<file path="config.mk">
export PLATFORM = sky130hd
export DESIGN_NAME = bpp_ports
export DESIGN_NICKNAME = d
export VERILOG_FILES = /design/src/core/bpp_pkg.sv /design/src/core/bpp_port_slice.sv /design/src/core/bpp_ports.sv /design/src/core/bpp_tone_ctrl.sv
export VERILOG_INCLUDE_DIRS = /design/src /design/src/core
export SDC_FILE = /design/constraint.sdc
export NUM_CORES = 1
export LEC_CHECK = 0
export ABC_AREA = 0
export BUFFER_PORTS_ARGS = -buffer_cell sky130_fd_sc_hd__buf_2
export CORE_UTILIZATION = 47
export DETAILED_ROUTE_END_ITERATION = 6
export PLACE_DENSITY = 0.88
export SLEW_MARGIN = 20
export SYNTH_ARGS = -nofsm -noshare
export SYNTH_HDL_FRONTEND = slang
export SYNTH_HIERARCHICAL = 1
export SYNTH_SLANG_ARGS = --single-unit
</file>
<file path="constraint.sdc">
create_clock -name clock -period 2.3 [get_ports clock]
set_clock_uncertainty 0.2 [all_clocks]
set_input_delay 0.115 -clock clock [delete_from_list [all_inputs] [get_ports clock]]
set_output_delay 0.115 -clock clock [all_outputs]
set_load 0.1 [all_outputs]
</file>
<file path="src/core/bpp_defines.svh">
// Register offsets, widths and reset values of the parallel port block
`ifndef BPP_DEFINES_SVH
`define BPP_DEFINES_SVH

// Register indices as printed; byte address is four times the index
`define BPP_IDX_PORT_A_LATCH 3'h0
`define BPP_IDX_PORT_B_LATCH 3'h1
`define BPP_IDX_PORT_C_LATCH 3'h2
`define BPP_IDX_TONE_CTRL 3'h4
`define BPP_IDX_PORT_A_DIR 3'h5
`define BPP_IDX_PORT_B_DIR 3'h6
`define BPP_IDX_PORT_C_DIR 3'h7

// Port widths
`define BPP_PORT_A_WIDTH 7
`define BPP_PORT_BC_WIDTH 8

// Reset values
`define BPP_DIR_RESET 8'h00
`define BPP_TONE_RESET 8'h00

// Tone converter control fields
`define BPP_TONE_EN_BIT 7
`define BPP_TONE_LEVEL_MSB 5

// Port A line used by the tone converter
`define BPP_TONE_LINE 1

// Port A line taken by the oscillator on the reduced variant
`define BPP_OSC_LINE 0

`endif

</file>
<file path="src/core/bpp_pkg.sv">
// Types shared by the parallel port block
package bpp_pkg;

    // Pin group of one 8-bit port: output value, output enable
    typedef struct packed {
        logic [7:0] pin_out;
        logic [7:0] pin_oe;
    } bpp_pad_drive_s;

    // Decoded register select
    typedef enum logic [2:0] {
        BPP_SEL_NONE,
        BPP_SEL_LATCH,
        BPP_SEL_DIR,
        BPP_SEL_TONE
    } bpp_sel_e;

endpackage

</file>
<file path="src/core/bpp_port_slice.sv">
// One 8-bit bidirectional port: output latch, direction register, read mux
`timescale 1ns/100ps
`default_nettype none
`include "bpp_defines.svh"
module bpp_port_slice
    import bpp_pkg::*;
#(
    parameter logic [7:0] IMPL_MASK = 8'hff // Lines that exist
) (
    input wire logic clock,
    input wire logic reset,
    input wire logic latch_we,
    input wire logic dir_we,
    input wire logic [7:0] wr_data,
    input wire logic [7:0] pin_in,
    output logic [7:0] read_value,
    output bpp_pad_drive_s pad
);

    logic [7:0] latch; // Output data latch, no reset
    logic [7:0] dir; // Direction, 1 drives the pin

    // Latch written regardless of direction; never touched by reset
    always_ff @(posedge clock) begin
        if (latch_we) begin
            latch <= wr_data & IMPL_MASK;
        end
    end

    // Direction cleared by every reset
    always_ff @(posedge clock) begin
        if (reset) begin
            dir <= `BPP_DIR_RESET;
        end else if (dir_we) begin
            dir <= wr_data & IMPL_MASK;
        end
    end

    // Per-bit read source and pad drive
    genvar i;
    generate
        for (i = 0; i < 8; i++) begin : g_bit
            // Output lines read the latch, input lines read the pin
            assign read_value[i] = IMPL_MASK[i] & (dir[i] ? latch[i] : pin_in[i]);
            // Drive only while the direction bit is set
            assign pad.pin_oe[i] = IMPL_MASK[i] & dir[i];
            assign pad.pin_out[i] = latch[i] & IMPL_MASK[i];
        end
    endgenerate

endmodule
`default_nettype wire

</file>
<file path="src/core/bpp_ports.sv">
// Three bidirectional parallel ports behind a classic Wishbone slave
//
// Functional notes
// - Ports A seven, B and C eight bits
// - Reduced variant: port A six bits
// - Write with direction 0 only loads latch
// - Write with direction 1 latches and drives
// - Input bit reads the pin level
// - Output bit reads the output latch
// - Data latches at indices 0, 1, 2
// - Data latches untouched by reset
// - Reset clears tone converter control
// - Direction registers at 5, 6, 7
// - Reset clears all direction bits
//
// Register map, byte address with the index in bits 4:2
//   0x00 port A latch, 0x04 port B latch, 0x08 port C latch
//   0x10 tone converter control
//   0x14 port A direction, 0x18 port B, 0x1c port C
//   Index 3 and misaligned addresses answer with err
//
// Bus timing
//   Request taken at a rising edge with cyc and stb high
//   Ack or err one cycle later, high for one cycle
//   A request still up in the ack cycle is not taken again
//   Read data registered, held until the next read
//   Writes use byte lane 0; sel bit 0 low makes them a no-op
//
// Pins
//   Pin out follows the latch, oe follows the direction bit
//   Latches have no reset and are unknown until written
//   Tone enable takes port A line 1 off the pin drivers
//   Pin inputs used as synchronous, no synchroniser
//
// Variant
//   Reduced port A: line 0 absent, reads zero, never driven
//
// Chosen here: the Wishbone interface to the registers.
`timescale 1ns/100ps
`default_nettype none
`include "bpp_defines.svh"
module bpp_ports
    import bpp_pkg::*;
#(
    parameter bit REDUCED_PORT_A = 1'b0 // Oscillator owns port A line 0
) (
    input wire logic clock,
    input wire logic reset,
    // Wishbone slave
    input wire logic wb_cyc_i,
    input wire logic wb_stb_i,
    input wire logic wb_we_i,
    input wire logic [4:0] wb_adr_i,
    input wire logic [3:0] wb_sel_i,
    input wire logic [31:0] wb_dat_i,
    output logic [31:0] wb_dat_o,
    output logic wb_ack_o,
    output logic wb_err_o,
    // Port A pins
    input wire logic [6:0] port_a_in,
    output logic [6:0] port_a_out,
    output logic [6:0] port_a_oe,
    // Port B pins
    input wire logic [7:0] port_b_in,
    output logic [7:0] port_b_out,
    output logic [7:0] port_b_oe,
    // Port C pins
    input wire logic [7:0] port_c_in,
    output logic [7:0] port_c_out,
    output logic [7:0] port_c_oe,
    // Tone converter sample level for port A line 1
    output logic [5:0] tone_level
);

    // Port A implemented lines: seven, or six when line 0 is the oscillator
    localparam logic [7:0] PORT_A_MASK = REDUCED_PORT_A ? 8'h7e : 8'h7f;

    logic req; // Access presented
    logic [2:0] idx; // Register index
    logic aligned_ok; // Address is word-aligned, any index
    bpp_sel_e sel; // Decoded register kind
    logic [1:0] port_sel; // Which port
    logic wr_lane0; // Byte lane 0 enabled on write
    logic [2:0] latch_we; // Per-port latch write
    logic [2:0] dir_we; // Per-port direction write
    logic tone_we; // Tone control write
    logic [7:0] rd_a; // Port A read value
    logic [7:0] rd_b; // Port B read value
    logic [7:0] rd_c; // Port C read value
    logic [7:0] tone_ctrl; // Tone control contents
    logic tone_active; // Converter owns line 1
    logic [7:0] next_rd; // Read data for this access
    bpp_pad_drive_s pad_a; // Port A drive
    bpp_pad_drive_s pad_b; // Port B drive
    bpp_pad_drive_s pad_c; // Port C drive
    logic [7:0] pin_a_ext; // Port A pins widened

    // New request while no ack outstanding
    assign req = wb_cyc_i & wb_stb_i & ~wb_ack_o & ~wb_err_o;
    assign idx = wb_adr_i[4:2];
    assign aligned_ok = (wb_adr_i[1:0] == 2'h0);
    assign wr_lane0 = wb_we_i & wb_sel_i[0];

    // Address decode
    // Index 3 is a hole in the map and answers with err
    // Misaligned byte addresses decode to no register at all
    always_comb begin
        // Defaults: nothing selected, port A index
        sel = BPP_SEL_NONE;
        port_sel = 2'h0;
        // Only word-aligned addresses reach a register
        if (aligned_ok) begin
            unique case (idx)
                `BPP_IDX_PORT_A_LATCH: begin
                    sel = BPP_SEL_LATCH;
                    port_sel = 2'h0;
                end
                `BPP_IDX_PORT_B_LATCH: begin
                    sel = BPP_SEL_LATCH;
                    port_sel = 2'h1;
                end
                `BPP_IDX_PORT_C_LATCH: begin
                    sel = BPP_SEL_LATCH;
                    port_sel = 2'h2;
                end
                `BPP_IDX_TONE_CTRL: begin
                    sel = BPP_SEL_TONE;
                end
                `BPP_IDX_PORT_A_DIR: begin
                    sel = BPP_SEL_DIR;
                    port_sel = 2'h0;
                end
                `BPP_IDX_PORT_B_DIR: begin
                    sel = BPP_SEL_DIR;
                    port_sel = 2'h1;
                end
                `BPP_IDX_PORT_C_DIR: begin
                    sel = BPP_SEL_DIR;
                    port_sel = 2'h2;
                end
                default: begin
                    sel = BPP_SEL_NONE;
                end
            endcase
        end
    end

    // Write strobes, one cycle with the request
    // Writes with byte lane 0 off are acknowledged with no effect
    // Latch and direction strobes share one port index
    always_comb begin
        // Defaults: no register written
        latch_we = 3'h0;
        dir_we = 3'h0;
        if (req & wr_lane0 & (sel == BPP_SEL_LATCH)) begin
            latch_we[port_sel] = 1'b1;
        end
        if (req & wr_lane0 & (sel == BPP_SEL_DIR)) begin
            dir_we[port_sel] = 1'b1;
        end
    end
    assign tone_we = req & wr_lane0 & (sel == BPP_SEL_TONE);

    assign pin_a_ext = {1'b0, port_a_in};

    // Port A
    bpp_port_slice #(
        .IMPL_MASK(PORT_A_MASK)
    ) u_port_a (
        .clock(clock),
        .reset(reset),
        .latch_we(latch_we[0]),
        .dir_we(dir_we[0]),
        .wr_data(wb_dat_i[7:0]),
        .pin_in(pin_a_ext),
        .read_value(rd_a),
        .pad(pad_a)
    );

    // Port B; ports B and C implement all eight lines
    // All lines present, no mask beyond eight bits
    bpp_port_slice #(
        .IMPL_MASK(8'hff)
    ) u_port_b (
        .clock(clock),
        .reset(reset),
        .latch_we(latch_we[1]),
        .dir_we(dir_we[1]),
        .wr_data(wb_dat_i[7:0]),
        .pin_in(port_b_in),
        .read_value(rd_b),
        .pad(pad_b)
    );

    // Port C
    bpp_port_slice #(
        .IMPL_MASK(8'hff)
    ) u_port_c (
        .clock(clock),
        .reset(reset),
        .latch_we(latch_we[2]),
        .dir_we(dir_we[2]),
        .wr_data(wb_dat_i[7:0]),
        .pin_in(port_c_in),
        .read_value(rd_c),
        .pad(pad_c)
    );

    // Tone converter control
    bpp_tone_ctrl u_tone (
        .clock(clock),
        .reset(reset),
        .ctrl_we(tone_we),
        .wr_data(wb_dat_i[7:0]),
        .ctrl(tone_ctrl),
        .tone_active(tone_active)
    );

    // Read mux; direction reads back the drive mask
    // Unimplemented lines of port A read as zero
    always_comb begin
        // Default: zero for no register selected
        next_rd = 8'h00;
        unique case (sel)
            BPP_SEL_LATCH: begin
                // Per-bit pin or latch mix from the slice
                if (port_sel == 2'h0) begin
                    next_rd = rd_a;
                end else if (port_sel == 2'h1) begin
                    next_rd = rd_b;
                end else begin
                    next_rd = rd_c;
                end
            end
            BPP_SEL_DIR: begin
                if (port_sel == 2'h0) begin
                    next_rd = pad_a.pin_oe;
                end else if (port_sel == 2'h1) begin
                    next_rd = pad_b.pin_oe;
                end else begin
                    next_rd = pad_c.pin_oe;
                end
            end
            BPP_SEL_TONE: begin
                next_rd = tone_ctrl;
            end
            BPP_SEL_NONE: begin
                next_rd = 8'h00;
            end
        endcase
    end

    // Ack for mapped addresses, one cycle after the request
    // Never high two cycles in a row, so a held strobe is safe
    always_ff @(posedge clock) begin
        if (reset) begin
            wb_ack_o <= 1'b0;
        end else begin
            wb_ack_o <= req & (sel != BPP_SEL_NONE);
        end
    end

    // Error for unmapped or misaligned addresses
    // Same timing as ack; the two never rise together
    always_ff @(posedge clock) begin
        if (reset) begin
            wb_err_o <= 1'b0;
        end else begin
            wb_err_o <= req & (sel == BPP_SEL_NONE);
        end
    end

    // Registered read data, upper bits zero
    // Writes leave the last read value in place
    always_ff @(posedge clock) begin
        if (reset) begin
            wb_dat_o <= 32'h0000_0000;
        end else if (req & ~wb_we_i) begin
            wb_dat_o <= {24'h00_0000, next_rd};
        end
    end

    // Port A pads; converter takes line 1 only when enabled
    // Line 1 latch keeps its value while the converter owns the pin
    always_comb begin
        port_a_out = pad_a.pin_out[6:0];
        port_a_oe = pad_a.pin_oe[6:0];
        if (tone_active) begin
            port_a_out[`BPP_TONE_LINE] = 1'b0;
            port_a_oe[`BPP_TONE_LINE] = 1'b0;
        end
    end

    // Converter level output, zero while disabled
    // Level bits leave the block only while the converter runs
    assign tone_level = tone_active ? tone_ctrl[`BPP_TONE_LEVEL_MSB:0] : 6'h00;

    assign port_b_out = pad_b.pin_out;
    assign port_b_oe = pad_b.pin_oe;
    assign port_c_out = pad_c.pin_out;
    assign port_c_oe = pad_c.pin_oe;

endmodule
`default_nettype wire

</file>
<file path="src/core/bpp_tone_ctrl.sv">
// Tone converter control register that can take over port A line 1
`timescale 1ns/100ps
`default_nettype none
`include "bpp_defines.svh"
module bpp_tone_ctrl (
    input wire logic clock,
    input wire logic reset,
    input wire logic ctrl_we,
    input wire logic [7:0] wr_data,
    output logic [7:0] ctrl,
    output logic tone_active
);

    // Control bits cleared on reset so the line is a plain port pin
    always_ff @(posedge clock) begin
        if (reset) begin
            ctrl <= `BPP_TONE_RESET;
        end else if (ctrl_we) begin
            ctrl <= wr_data;
        end
    end

    // Converter owns the line only while enabled
    assign tone_active = ctrl[`BPP_TONE_EN_BIT];

endmodule
`default_nettype wire

</file>
==> results.py <==
metrics = {
    "power_and_ir_drop": {
        "p_clk_share_pct": 37.3,
        "p_sw_w": 0.000733,
        "combPwrFrac_pct": 16.2,
        "switching_share_pct": 29.0,
        "fin_total_pwr_w": 0.00253,
        "seqPwrFrac_pct": 46.5,
        "power_density_nw_per_um2": 609,
        "p_int_w": 0.00180,
        "power_leakage_nw": 1.75,
        "ir_drop_uv": 332,
    },
    "run_status": {
        "outcome": "finished clean",
    },
    "clocking": {
        "clockBufferDepth": 2,
        "htreeDepth": 3,
        "cts_tree": "built",
        "postCtsSetupRepairBufs": 0,
        "clockRootBuffer": "clkbuf_8",
        "worstSkewPairLatency_ns": 0.34,
        "clk_pin_slew_worst_paths_ns": 0.07,
        "numCtsBuffers": 9,
        "clkSinkCount": 64,
    },
    "sta": {
        "finalHoldViolations": 0,
        "slew_headroom_pct": 55.7,
        "rsz0062_at_grt": "no",
        "fmax_mhz": 506,
        "finalCritPeriodShare_pct": 85.9,
        "setup_viol": 0,
        "fin_setup_tns_ns": 0,
        "drv_slew": 0,
        "setup_slack_ns": 0.325,
        "worst_pin_slew_ns": 0.665,
        "period_minus_slack_ns": 1.98,
    },
    "setup_path": {
        "reg2regPathDepth": 6,
        "reg2reg_setup_slack_ns": 0.32,
        "cp_max_fo": 5,
        "timing.rr.end": "u_port_a/dir[5]",
        "cp-start-kind": "flip-flop",
        "rr_startpoint": "wb_err_o",
        "required_ns": 2.30,
        "crit_type": "flip-flop to flip-flop",
        "worst_ep_arrival_time_ns": 1.98,
        "end_kind": "flip-flop",
    },
    "die": {
        "fp-row-count": 30,
        "ios": 155,
        "floorplan.initialDensity_pct": 48.7,
        "die_area_um2": 7380,
        "die_height_um": 85.9,
        "die_w_um": 85.9,
        "core-area_um2": 6790,
    },
    "grt": {
        "grt_max_degree": 35,
        "grt_overflow": 0,
        "grtUsageTotal_pct": 24.4,
        "antenna_found_initial": 0,
        "first_global_vias": 2715,
        "grt_pass1_wl_um": 13400,
    },
    "placement": {
        "postPlaceCellArea_um2": 3850,
        "dp_hpwl_um": 6280,
        "port_buffers": 103,
        "dp_slack_ns": 0.348,
        "place_congestion": 0.856,
    },
    "detailed_routing": {
        "post_drt_wl_per_cell_um": 16.4,
        "drt_iter0_markers": 187,
        "vias_per_cell": 5.19,
        "drt-total-wl_um": 8870,
        "ant_nets": 0,
        "dr.pass1.iters": 4,
        "vias": 2811,
        "drc": 0,
    },
    "job": {
        "cap_violations": 0,
    },
    "synth": {
        "ys_warn_count": 6,
        "syn_area_um2": 3310,
        "synth_area_per_cell_um2": 10.3,
        "synthCells": 320,
    },
    "min_path": {
        "hold_start": "port_a_in[4]",
        "min_path_type": "input port to flip-flop",
        "whs_path_depth": 4,
        "min_to": "wb_dat_o[4]",
    },
    "cells_and_area": {
        "finalInstanceArea_um2": 4150,
        "n_antenna_cell": 0,
        "utilization_pct": 61.1,
        "nNetsFinal": 510,
        "drive_above_1_share_pct": 36.5,
        "fillers": 588,
        "syn_to_final_growth_pct": 25.5,
    },
}
[worst max-delay path, stage by stage, from the launching register on]
cell	delay, ns
dfxtp_1	0.31
and4bb_2	0.36
nand3_1	0.15
nor2_1	0.32
buf_4	0.24
mux2i_1	0.19
nor2_1	0.06
[area by class of cell]
class	count	area (µm²)	share of cell area [%]
clock inverters	4	43.8	1.05
multi-input cells	233	1570	37.9
well taps	96	120	2.89
repair buffers	131	753	18.1
flip-flops and latches	64	1510	36.4
clock buffers	12	145	3.49
inverters	2	7.51	0.181
[registers in the layout (all words and copies together) (netlist names)]
signal,flops
u_port_c/dir,8
u_port_c/latch,8
u_tone/ctrl,8
wb_dat_o,8
u_port_a/dir,7
u_port_b/latch,8
wb_ack_o,1
wb_err_o,1
u_port_a/latch,7
u_port_b/dir,8
[per-layer routing]
metal	part of all wire, %	track usage (%)	vias to the layer above
li1	-	-	1334
met1	42	29.5	1337
met2	48	39.5	116
met3	6.7	6.64	24
met4	2.8	13.2	0
met5	0	0	-
[power by group through the flow]
| stage | clock network [W] | logic [W] | registers (W) |
|---|---|---|---|
| after floorplan | 0 | 0.000314 | 0.00123 |
| after global placement | 0 | 0.000386 | 0.00120 |
| after detailed placement | 0 | 0.000391 | 0.00120 |
| after CTS | 0.000956 | 0.000406 | 0.00118 |
| after global routing | 0.00100 | 0.000430 | 0.00118 |
| final | 0.000944 | 0.000409 | 0.00118 |
[cells in the final DEF (no fill, tap or decap), drive strengths merged]
cell and count:
a31oi 1, mux2 24, bufinv 1, nand3 1, clkbuf 12, inv 2
nor3b 1, nor4bb 8, and2 7, a32oi 1, and4bb 1, nand3b 1
xnor2 1, edfxtp 23, o21ai 16, dlygate4sd3 11, conb 26, clkinv 3
or2b 1, nor4b 1, buf 120, dfxtp 41, nor3 3, or2 1
nor2 44, mux2i 38, a22oi 7, nand2b 1, or3 1, nor2b 5
a221oi 8, a21oi 24, nand2 11
[stage by stage]
step / hold slack, ns / instances
floorplan: -0.0126 / 344
finish: 0.0124 / 542
global placement: 0.170 / 515
global route: 0.00702 / 542
detailed placement: 0.182 / 515
CTS: 0.00365 / 542
[what timing repair did]
action	in CTS	in global routing
resized for setup	0	0
hold endpoints to repair	57	0
hold buffers	11	0
[how the worst max path moves through the flow]
| stage | to | slack (ns) | cells after the start | start |
|---|---|---|---|---|
| 3_3_place_gp | u_port_a/dir[3] | 0.43 | 6 | wb_err_o |
| 2_1_floorplan | u_port_c/latch[0] | 0.02 | 3 | wb_err_o |
| 3_5_place_dp | u_port_a/dir[5] | 0.35 | 6 | wb_err_o |
| 5_1_grt | u_port_a/dir[5] | 0.19 | 6 | wb_err_o |
| 6_report | u_port_a/dir[5] | 0.32 | 6 | wb_err_o |
| 4_1_cts | u_port_a/dir[5] | 0.31 | 6 | wb_err_o |
No activity file was read; power rests on OpenSTA's default activity.
